==> config.mk <==
export PLATFORM = sky130hd
export DESIGN_NAME = sfr_core
export DESIGN_NICKNAME = d
export VERILOG_FILES = /design/src/rtl/sfr_core_pkg.sv /design/src/rtl/flag_calc.sv /design/src/rtl/bank_decode.sv /design/src/rtl/sfr_core.sv
export SDC_FILE = /design/constraint.sdc
export NUM_CORES = 1
export LEC_CHECK = 0
export ABC_AREA = 0
export BUFFER_PORTS_ARGS = -buffer_cell sky130_fd_sc_hd__buf_2
export CAP_MARGIN = 0
export CORE_AREA = 10 10 98 100
export CTS_BUF_LIST = sky130_fd_sc_hd__clkbuf_4 sky130_fd_sc_hd__clkbuf_8 sky130_fd_sc_hd__clkbuf_16
export CTS_CLUSTER_DIAMETER = 120
export DETAILED_ROUTE_END_ITERATION = 8
export DIE_AREA = 0 0 108 110
export GPL_ROUTABILITY_DRIVEN = 0
export HOLD_SLACK_MARGIN = 0.15
export PLACE_DENSITY = 0.74
export SYNTH_ARGS = -nofsm -noshare
export SYNTH_HDL_FRONTEND = slang
export SYNTH_SLANG_ARGS = --single-unit
==> constraint.sdc <==
create_clock -name clk_i -period 2.8 [get_ports clk_i]
set_input_delay 0.42 -clock clk_i [delete_from_list [all_inputs] [get_ports clk_i]]
set_output_delay 0.42 -clock clk_i [all_outputs]
set_load 0.01 [all_outputs]
==> src/rtl/sfr_core_pkg.sv <==
// Constants and types shared by the core special function register block
package sfr_core_pkg;

    // ****************************************
    // Register addresses
    // ****************************************
    localparam logic [7:0] ADDR_IND_PORT_A  = 8'h00;
    localparam logic [7:0] ADDR_IND_PTR_A   = 8'h01;
    localparam logic [7:0] ADDR_IND_PORT_B  = 8'h02;
    localparam logic [7:0] ADDR_IND_PTR_B   = 8'h03;
    localparam logic [7:0] ADDR_BANK_SELECT = 8'h04;
    localparam logic [7:0] ADDR_WORKING     = 8'h05;
    localparam logic [7:0] ADDR_PC_LOW      = 8'h06;
    localparam logic [7:0] ADDR_TBL_PTR_LO  = 8'h07;
    localparam logic [7:0] ADDR_TBL_RESULT  = 8'h08;
    localparam logic [7:0] ADDR_TBL_PTR_HI  = 8'h09;
    localparam logic [7:0] ADDR_FLAGS       = 8'h0a;
    // Special function space ends below this address
    localparam logic [7:0] ADDR_GP_BASE     = 8'h80;

    // ****************************************
    // Field positions and reset values
    // ****************************************
    localparam int FLAG_SC  = 7;
    localparam int FLAG_CZ  = 6;
    localparam int FLAG_TO  = 5;
    localparam int FLAG_PD  = 4;
    localparam int FLAG_OV  = 3;
    localparam int FLAG_Z   = 2;
    localparam int FLAG_AC  = 1;
    localparam int FLAG_C   = 0;
    localparam logic [7:0] FLAGS_SW_MASK   = 8'h0f;
    localparam logic [7:0] FLAGS_RESET     = 8'h00;
    localparam logic       BANK_RESET      = 1'b0;
    localparam logic [7:0] UNUSED_READ     = 8'h00;
    localparam int         PC_WIDTH        = 13;
    localparam int         TBL_PTR_HI_BITS = 5;

    // ****************************************
    // Instruction classes from the execute unit
    // ****************************************
    typedef enum logic [2:0] {
        OP_OTHER    = 3'h0,
        OP_ADD      = 3'h1,
        OP_SUB      = 3'h2,
        OP_SUB_BORR = 3'h3,
        OP_LOGIC    = 3'h4,
        OP_ROT_C    = 3'h5
    } alu_class_t;

endpackage : sfr_core_pkg

==> src/rtl/flag_calc.sv <==
// Combinational arithmetic flag computation for one ALU result
module flag_calc (
    input  wire logic [7:0]                result_i,
    input  wire logic                      carry_out_i,
    input  wire logic                      carry_msb_in_i,
    input  wire logic                      half_carry_i,
    input  wire sfr_core_pkg::alu_class_t  op_class_i,
    input  wire logic                      chained_zero_i,
    output logic                           zero_o,
    output logic                           signed_wrap_o,
    output logic                           signed_compare_o,
    output logic                           chained_zero_o
);

    always_comb begin
        zero_o           = (result_i == 8'h00);
        signed_wrap_o    = carry_msb_in_i ^ carry_out_i;
        signed_compare_o = signed_wrap_o ^ result_i[7];
        unique case (op_class_i)
            sfr_core_pkg::OP_SUB: begin
                chained_zero_o = zero_o;
            end
            sfr_core_pkg::OP_SUB_BORR: begin
                chained_zero_o = chained_zero_i & zero_o;
            end
            default: begin
                chained_zero_o = chained_zero_i;
            end
        endcase
    end

endmodule : flag_calc

==> src/rtl/bank_decode.sv <==
// Data memory bank decode for direct and indirect accesses
module bank_decode (
    input  wire logic [7:0] addr_i,
    input  wire logic       indirect_i,
    input  wire logic       via_port_b_i,
    input  wire logic       bank_select_bit_i,
    output logic            is_sfr_o,
    output logic            bank_o
);

    always_comb begin
        is_sfr_o = (addr_i < sfr_core_pkg::ADDR_GP_BASE);
        // only second pointer pair uses bank
        bank_o   = indirect_i & via_port_b_i & bank_select_bit_i & ~is_sfr_o;
    end

endmodule : bank_decode

==> src/rtl/sfr_core.sv <==
// Core special function registers: bank select, status flags, pc low, table result
//
// Function
// - bank select bit chooses bank zero/one
// - reset clears bank except sleep watchdog reset
// - special registers reachable from either bank
// - direct accesses always reach bank zero
// - upper seven bank bits read zero
// - pc low write jumps within page
// - pc low write inserts dummy cycle
// - table read splits word high/low
// - flag layout, upper four read-only
// - software writes keep system flags
// - watchdog timeout flag set and cleared
// - sleep flag set by sleep instruction
// - signed compare is wrap xor msb
// - chained zero follows subtract class
// - carry from add, no-borrow, rotate
// - nibble carry from low nibble
// - zero flag on zero result
// - signed wrap from msb carries
// - flags never auto-saved on calls
// - no register-to-register moves
// - second pointer pair uses bank bit
// - unused addresses read zero
module sfr_core (
    input  wire logic                     clk_i,
    input  wire logic                     rstn_i,
    // Reset cause: high when the reset is a watchdog timeout from sleep
    input  wire logic                     wdt_sleep_reset_i,
    // Register access from the execute unit
    input  wire logic [7:0]               addr_i,
    input  wire logic                     wr_en_i,
    input  wire logic                     rd_en_i,
    input  wire logic [7:0]               wdata_i,
    input  wire logic                     indirect_i,
    input  wire logic                     via_port_b_i,
    // ALU result of the instruction in execute
    input  wire logic                     alu_valid_i,
    input  wire sfr_core_pkg::alu_class_t op_class_i,
    input  wire logic [7:0]               result_i,
    input  wire logic                     carry_out_i,
    input  wire logic                     carry_msb_in_i,
    input  wire logic                     half_carry_i,
    input  wire logic                     rot_carry_i,
    // System events
    input  wire logic                     wdt_timeout_i,
    input  wire logic                     wdt_clear_instr_i,
    input  wire logic                     sleep_instr_i,
    // Program counter and table read
    input  wire logic [12:0]              pc_i,
    input  wire logic                     table_read_i,
    input  wire logic [15:0]              table_word_i,

    output logic [7:0]                    rdata_o,
    output logic                          bank_o,
    output logic                          is_sfr_o,
    output logic                          bank_select_bit_o,
    output logic [7:0]                    flags_o,
    output logic                          pc_load_o,
    output logic [12:0]                   pc_target_o,
    output logic                          dummy_cycle_o,
    output logic [7:0]                    table_low_o,
    output logic                          table_low_valid_o,
    output logic [12:0]                   table_addr_o
);

    // ****************************************
    // Reset release
    // ****************************************
    logic [1:0] rst_sync_reg;
    logic       rst_n;

    always_ff @(posedge clk_i or negedge rstn_i) begin
        if (!rstn_i) begin
            rst_sync_reg <= 2'h0;
        end else begin
            rst_sync_reg <= {rst_sync_reg[0], 1'b1};
        end
    end

    assign rst_n = rst_sync_reg[1];

    // ****************************************
    // State
    // ****************************************
    typedef struct packed {
        logic        started;
        logic [7:0]  flags;
        logic [7:0]  tbl_ptr_lo;
        logic [4:0]  tbl_ptr_hi;
        logic [7:0]  tbl_result;
        logic [7:0]  rdata;
        logic        bank;
        logic        is_sfr;
        logic        pc_load;
        logic [12:0] pc_target;
        logic        dummy;
        logic [7:0]  tbl_low;
        logic        tbl_low_valid;
    } state_t;

    state_t state_reg;
    state_t state_next;

    // ****************************************
    // Bank select
    // ****************************************
    // No async reset: a sleep watchdog wake keeps it
    logic   bank_sel_reg;
    logic   bank_sel_next;

    // ****************************************
    // Helpers
    // ****************************************
    logic fz;
    logic fov;
    logic fsc;
    logic fcz;
    logic dec_sfr;
    logic dec_bank;

    flag_calc u_flag_calc (
        .result_i         (result_i),
        .carry_out_i      (carry_out_i),
        .carry_msb_in_i   (carry_msb_in_i),
        .half_carry_i     (half_carry_i),
        .op_class_i       (op_class_i),
        .chained_zero_i   (state_reg.flags[sfr_core_pkg::FLAG_CZ]),
        .zero_o           (fz),
        .signed_wrap_o    (fov),
        .signed_compare_o (fsc),
        .chained_zero_o   (fcz)
    );

    bank_decode u_bank_decode (
        .addr_i            (addr_i),
        .indirect_i        (indirect_i),
        .via_port_b_i      (via_port_b_i),
        .bank_select_bit_i (bank_sel_reg),
        .is_sfr_o          (dec_sfr),
        .bank_o            (dec_bank)
    );


    function automatic logic hit(input logic [7:0] a, input logic [7:0] target);
        hit = (a == target);
    endfunction : hit

    logic arith;
    assign arith = (op_class_i == sfr_core_pkg::OP_ADD) ||
                   (op_class_i == sfr_core_pkg::OP_SUB) ||
                   (op_class_i == sfr_core_pkg::OP_SUB_BORR);

    // ****************************************
    // Next state
    // ****************************************
    always_comb begin
        state_next               = state_reg;
        bank_sel_next            = bank_sel_reg;
        state_next.started       = 1'b1;
        state_next.pc_load       = 1'b0;
        state_next.dummy         = 1'b0;
        state_next.tbl_low_valid = 1'b0;
        state_next.bank          = dec_bank;
        state_next.is_sfr        = dec_sfr;


        // first cycle after reset picks bank by cause
        if (!state_reg.started && !wdt_sleep_reset_i) begin
            bank_sel_next = sfr_core_pkg::BANK_RESET;
        end

        state_next.rdata = sfr_core_pkg::UNUSED_READ;

        if (rd_en_i && !indirect_i) begin
            unique case (1'b1)
                hit(addr_i, sfr_core_pkg::ADDR_BANK_SELECT):
                    state_next.rdata = {7'h00, bank_sel_reg};
                hit(addr_i, sfr_core_pkg::ADDR_FLAGS):
                    state_next.rdata = state_reg.flags;
                hit(addr_i, sfr_core_pkg::ADDR_PC_LOW):
                    state_next.rdata = pc_i[7:0];
                hit(addr_i, sfr_core_pkg::ADDR_TBL_PTR_LO):
                    state_next.rdata = state_reg.tbl_ptr_lo;
                hit(addr_i, sfr_core_pkg::ADDR_TBL_PTR_HI):
                    state_next.rdata = {3'h0, state_reg.tbl_ptr_hi};
                hit(addr_i, sfr_core_pkg::ADDR_TBL_RESULT):
                    state_next.rdata = state_reg.tbl_result;
                default:
                    state_next.rdata = sfr_core_pkg::UNUSED_READ;
            endcase
        end

        // ALU flags land at end of execute
        if (alu_valid_i) begin
            state_next.flags[sfr_core_pkg::FLAG_Z] = fz;

            if (arith) begin
                state_next.flags[sfr_core_pkg::FLAG_C]  = carry_out_i;
                state_next.flags[sfr_core_pkg::FLAG_AC] = half_carry_i;
                state_next.flags[sfr_core_pkg::FLAG_OV] = fov;
                state_next.flags[sfr_core_pkg::FLAG_SC] = fsc;
            end
            if (op_class_i == sfr_core_pkg::OP_ROT_C) begin
                state_next.flags[sfr_core_pkg::FLAG_C] = rot_carry_i;
            end

            state_next.flags[sfr_core_pkg::FLAG_CZ] = fcz;
        end

        // Direct register writes; indirect ports reach no register here
        // writes only from wdata_i
        if (wr_en_i && !indirect_i) begin
            if (hit(addr_i, sfr_core_pkg::ADDR_BANK_SELECT)) begin
                bank_sel_next = wdata_i[0];
            end

            if (hit(addr_i, sfr_core_pkg::ADDR_FLAGS)) begin
                state_next.flags = (state_next.flags & ~sfr_core_pkg::FLAGS_SW_MASK) |
                                   (wdata_i & sfr_core_pkg::FLAGS_SW_MASK);
            end

            if (hit(addr_i, sfr_core_pkg::ADDR_TBL_PTR_LO)) begin
                state_next.tbl_ptr_lo = wdata_i;
            end

            if (hit(addr_i, sfr_core_pkg::ADDR_TBL_PTR_HI)) begin
                state_next.tbl_ptr_hi = wdata_i[sfr_core_pkg::TBL_PTR_HI_BITS-1:0];
            end

            if (hit(addr_i, sfr_core_pkg::ADDR_PC_LOW)) begin
                state_next.pc_load   = 1'b1;
                state_next.pc_target = {pc_i[12:8], wdata_i};
                state_next.dummy     = 1'b1;
            end
        end

        if (table_read_i) begin
            state_next.tbl_result    = table_word_i[15:8];
            state_next.tbl_low       = table_word_i[7:0];
            state_next.tbl_low_valid = 1'b1;
        end

        // Sleep and clear take priority over a same-cycle timeout
        // watchdog flag set
        if (wdt_timeout_i) begin
            state_next.flags[sfr_core_pkg::FLAG_TO] = 1'b1;
        end

        if (sleep_instr_i) begin
            state_next.flags[sfr_core_pkg::FLAG_PD] = 1'b1;
            state_next.flags[sfr_core_pkg::FLAG_TO] = 1'b0;
        end

        if (wdt_clear_instr_i) begin
            state_next.flags[sfr_core_pkg::FLAG_TO] = 1'b0;
            state_next.flags[sfr_core_pkg::FLAG_PD] = 1'b0;
        end
    end

    // ****************************************
    // Registers
    // ****************************************
    // Power-up clears flags; bank bit kept across reset so a sleep wake can retain it
    always_ff @(posedge clk_i or negedge rst_n) begin
        if (!rst_n) begin
            state_reg.started       <= 1'b0;
            state_reg.flags         <= sfr_core_pkg::FLAGS_RESET;
            state_reg.tbl_ptr_lo    <= 8'h00;
            state_reg.tbl_ptr_hi    <= 5'h00;
            state_reg.tbl_result    <= 8'h00;
            state_reg.rdata         <= 8'h00;
            state_reg.bank          <= 1'b0;
            state_reg.is_sfr        <= 1'b0;
            state_reg.pc_load       <= 1'b0;
            state_reg.pc_target     <= 13'h0000;
            state_reg.dummy         <= 1'b0;
            state_reg.tbl_low       <= 8'h00;
            state_reg.tbl_low_valid <= 1'b0;
        end else begin
            state_reg.started       <= state_next.started;
            state_reg.flags         <= state_next.flags;
            state_reg.tbl_ptr_lo    <= state_next.tbl_ptr_lo;
            state_reg.tbl_ptr_hi    <= state_next.tbl_ptr_hi;
            state_reg.tbl_result    <= state_next.tbl_result;
            state_reg.rdata         <= state_next.rdata;
            state_reg.bank          <= state_next.bank;
            state_reg.is_sfr        <= state_next.is_sfr;
            state_reg.pc_load       <= state_next.pc_load;
            state_reg.pc_target     <= state_next.pc_target;
            state_reg.dummy         <= state_next.dummy;
            state_reg.tbl_low       <= state_next.tbl_low;
            state_reg.tbl_low_valid <= state_next.tbl_low_valid;
        end
    end


    always_ff @(posedge clk_i) begin
        bank_sel_reg <= bank_sel_next;
    end

    // ****************************************
    // Outputs
    // ****************************************
    assign rdata_o           = state_reg.rdata;
    assign bank_o            = state_reg.bank;
    assign is_sfr_o          = state_reg.is_sfr;
    assign bank_select_bit_o = bank_sel_reg;
    assign flags_o           = state_reg.flags;
    assign pc_load_o         = state_reg.pc_load;
    assign pc_target_o       = state_reg.pc_target;
    assign dummy_cycle_o     = state_reg.dummy;
    assign table_low_o       = state_reg.tbl_low;
    assign table_low_valid_o = state_reg.tbl_low_valid;

    assign table_addr_o      = {state_reg.tbl_ptr_hi, state_reg.tbl_ptr_lo};

endmodule : sfr_core

After elaboration in Yosys (flattened, before gate mapping)
Cells that the tools add are included.
- $lt $le $gt $ge: 1
- equality and inequality tests: 10
- mux-type cells: 22
- bitwise operators: 8
- reductions and logical operators: 18
- operators with widths (kind ; number):
    case mux 8 bit (6 select lines) ; 1
    2-to-1 mux 15 bit ; 2
    == test 8 x 3 -> 1 bit (second input constant) ; 3
    == test 8 x 4 -> 1 bit (second input constant) ; 3
    2-to-1 mux 8 bit ; 3
    2-to-1 mux 21 bit ; 1
    AND reduction 2 bit ; 5
    zero test 8 bit ; 1
    less-than comparator 8 bit (second input constant) ; 1
    2-to-1 mux 1 bit ; 8
    2-to-1 mux 2 bit ; 4
    bitwise OR 8 x 4 -> 8 bit ; 1
    nonzero test 4 bit ; 2
    == test 3 x 2 -> 1 bit (second input constant) ; 2
    nonzero test 3 bit ; 2
    2-to-1 mux 5 bit ; 1
    AND 1 bit ; 4
    2-to-1 mux 4 bit ; 1
    == test 3 x 1 -> 1 bit (second input constant) ; 1
    == test 3 bit (second input constant) ; 1
    logical AND 1 bit ; 3
    zero test 1 bit ; 3
    logical OR 1 bit ; 2
    case mux 1 bit (2 select lines) ; 1
    other kinds (2) ; 3
- register bits after elaboration: 67
- input port bits: 72
- logic and storage cells: 76

Longest topological paths before layout
- depth in word-level cells: 11
- gate-level depth with buffers: 7
- mapped depth without buffers: 4

Hierarchy
From an unflattened synthesis, not the netlist that was laid out.
- cells, all modules: 274
- area total of the unflattened synthesis: 3358.2 sq um
- by module, submodules not included (module ; instances ; cells each ; area an instance (sq um) ; sequential area each (sq um)):
    sfr_core ; 1 ; 264 ; 3284.4 ; 1646.6
    flag_calc ; 1 ; 8 ; 61.3 ; 0.0
    bank_decode ; 1 ; 2 ; 12.5 ; 0.0

Worst setup path before layout
Ideal clock, no wire load.
- path kind: input to register
- start point: in addr_i[5]
- end point: reg state_reg (netlist bit pc_target_o[10])
- arrival: 1.524 ns
- data required time: 2.675 ns
- slack: 1.151 ns
- cell stages on the path: 6
- buffers on the path: 2
- cells stage by stage: nor4_4 and2_1 buf_6 nand3_4 buf_6 mux2_4
- word-level cells in the longest chain between the ends: 2
- ends and longest elaborated chain (what ; RTL line ; text):
    start: declaration ; sfr_core.sv:32 ; input wire logic [7:0] addr_i,
    == test 8 x 3 -> 1 bit ; sfr_core.sv:147 ; hit = (a == target);
    AND reduction 2 bit (no source line) ; - ;
    end: declaration ; sfr_core.sv:103 ; state_t state_reg;
No other way between the ends.
A chain may end at the register's enable or synchronous reset.

Worst setup path after layout
- start point: in addr_i[1]
- end point: reg state_reg (netlist bit pc_target_o[7])
The elaborated chain is that of the path after synthesis.

==> flow_metrics.tcl <==
set metrics [dict create \
    cts_max_level 3 \
    grt_pass1_wl_um 13270 \
    path_clk_slew_ns 0.07 \
    rsz0062_at_grt "no" \
    start_kind "input port" \
    gr-total-overflow 0 \
    synth_edf_count 0 \
    fin_cells 460 \
    critPathCaptureType "flop" \
    yosys_warnings 0 \
    syn_to_final_growth_pct 18.67 \
    p_switching_uw 521.7 \
    grt_pass1_vias 2471 \
    tightest_slew_ns 0.7846 \
    numClockSinks 66 \
    period_minus_slack_ns 1.659 \
    maxCapViolCount 0 \
    timing.rr.start "table_addr_o[0]$_DFFE_PN0P_" \
    yosys.area.top_type_share_pct 48.74 \
    min_path_type "input port to flop" \
    rr_endpoint "rdata_o[0]$_DFF_PN0_" \
    ys_seq_elements 66 \
    switching_share_pct 22.74 \
    die_y_um 110 \
    p_per_area_nw_per_um2 579.2 \
    async_reset_ff_share_pct 98.48 \
    drt-wirelength-per-cell_um 18.35 \
    synth-seq-area-share_pct 49.34 \
    synth_area_leader_cell "dfrtp_1" \
    timing.fmax_mhz 602.7 \
    place_hpwl_um 6814 \
    finalMaxSlewViolations 0 \
    drtAntennaViolNets 0 \
    dpl.cell_count 442 \
    portBuffers 127 \
    cts_root_buf "clkbuf_8" \
    grt_use_total_pct 14.40 \
    clk_latency_ns 0.33 \
    hold_ws_ns 0.2504 \
    fin_skew_ns 0.009707 \
    relSlewSlack_pct 47.69 \
    synthFlopType "dfrtp_1" \
    combPwrFrac_pct 11.1 \
    synth.area.top_cells "dfrtp_1, buf_4, mux2_2" \
    synthCells 270 \
    grt_max_degree 35 \
    synthesis.area_sq_um 3337 \
    holdPathEnd "flags_o[5]$_DFFE_PN0P_" \
    place_ws_ns 0.7963 \
    die_area_sq_um 11880 \
    core-area_sq_um 7647 \
    ios 128 \
    status "finished clean" \
    clockBufferDepth 2 \
    numCtsBuffers 9 \
    critical_path_class "input port to flop" \
    fp.dieW_um 108 \
    pwr-share-seq_pct 45.8 \
    start_util_pct 43.64 \
    setup_viol_count_final 0 \
    worstPathArrival_ns 1.87 \
    antenna_found_initial 2 \
    drt_first_pass_iters 5 \
    setup_tns_ns 0 \
    peakVddDrop_mv 0.2879 \
    hp-start "sleep_instr_i" \
    finalWorstSetupSlack_ns 1.141 \
    cts_tree "built" \
    drive_gt1_share_pct 55.46 \
    via_per_inst 4.974 \
    period_share_pct 59.26 \
    reg2reg_slack_ns 1.63 \
    drc 0 \
    cp.required_ns 3.01 \
    holdPathStages 2 \
    synthDistinctLibCells 51 \
    cts_resized 0 \
    vias 2288 \
    drtIter0Drc 111 \
    p_int_mw 1.772 \
    totalPowerFinal_mw 2.294 \
    hold_viol_final 0 \
    crit_path_max_fanout 16 \
    final_net_count 424 \
    rr_worst_depth 3 \
    placementRows 32 \
    synth.avg_cell_area_sq_um 12.36 \
    clkPwrFrac_pct 43.1 \
    cellLeakagePower_nw 2.042 \
    wirelength_um 8440 \
]
[area by class of cell]
type,instances,area (sq um)
clock inverter,4,98.84
antenna,1,2.502
multi-input combinational,139,1231
tap,102,127.6
timing repair buffer,131,680.7
sequential,66,1648
inverter,5,18.77
fill,691,3687
clock buffer,12,152.6
[stage by stage]
stage,area (sq um),util [%]
floorplan,3341,-
global placement,3696,48.33
detailed placement,3696,48.33
CTS,3958,51.75
global route,3958,51.75
finish,3960,51.78
[cells in the mapped netlist, types with 2 or more instances]
master / number
buf_2: 4
nor3b_4: 2
a31oi_1: 3
buf_1: 2
mux2_2: 30
buf_6: 2
o21ai_0: 4
a32o_1: 4
nand2_1: 10
a22o_1: 6
nor4_1: 3
and2_1: 2
nor3_1: 2
mux2_4: 9
dfrtp_1: 65
nor2_1: 7
nor2b_1: 3
a22oi_1: 6
a21oi_1: 8
mux2_1: 5
inv_1: 5
xor2_1: 2
a221oi_1: 2
mux2i_1: 3
buf_4: 52
nand3_1: 4
[cells by family after synthesis]
family / after synthesis / synth area share (%)
flops: 66 / 49.34
other cells: 1 / 0.1124
simple gates: 45 / 9.113
buf+inv: 66 / 13.87
compound gates: 42 / 10.01
xor+xnor: 3 / 0.7875
mux: 47 / 16.76
[worst max path at each step]
| stage | from | end | cells past startpoint |
|---|---|---|---|
| 3_5_place_dp | addr_i[5] | pc_target_o[9]$_DFFE_PN0P_ | 5 |
| 2_1_floorplan | rst_sync_reg[1]$_DFF_PN0_ | bank_o$_DFF_PN0_ | 0 |
| 3_3_place_gp | addr_i[5] | pc_target_o[10]$_DFFE_PN0P_ | 5 |
| 4_1_cts | addr_i[5] | pc_target_o[7]$_DFFE_PN0P_ | 5 |
| 6_report | addr_i[1] | pc_target_o[7]$_DFFE_PN0P_ | 5 |
| 5_1_grt | addr_i[1] | pc_target_o[7]$_DFFE_PN0P_ | 5 |
[worst max-delay path, cell delays in order]
cell,delay [ns]
buf_2,0.29
nor2b_1,0.21
and2_1,0.28
nand3_4,0.28
mux2_4,0.38
[timing repair]
| action | 4_1_cts | 5_1_grt |
|---|---|---|
| endpoints found under the hold margin | 2 | 0 |
| setup buffers | 0 | 0 |
| setup endpoints to repair | 0 | 0 |
| hold buffers | 1 | 0 |
[metal layers]
metal	part of all wire, %	track usage (%)	vias up	wire, um
met5	0.15	0	-	13
met1	40	16.80	1109	3367
met2	49	23.41	96	4156
li1	-	-	1075	-
met4	0.81	4.103	2	68
met3	9.9	6.616	6	834
[placed cells by master, fill, tap and decap left out, types with 3 or more instances in the layout]
cell	instances
a21oi_1	8
a22o_1	6
a22oi_1	6
a31oi_1	3
a32o_1	4
buf_2	127
bufinv_16	3
clkbuf_8	10
dfrtp_1	64
inv_1	5
mux2_1	5
mux2_2	30
mux2_4	9
mux2i_1	3
nand2_1	10
nand3_1	4
nor2_1	7
nor2b_1	3
nor4_1	3
o21ai_0	4
[power groups by stage]
stage / Sequential, mW / Clock, mW / Combinational, mW
after floorplan: 1.06 / 0 / 0.177
after global placement: 1.07 / 0 / 0.249
after detailed placement: 1.07 / 0 / 0.257
after CTS: 1.05 / 1.01 / 0.258
after global routing: 1.06 / 1.06 / 0.280
final: 1.05 / 0.989 / 0.254
Power figures use the tool's default switching activity.
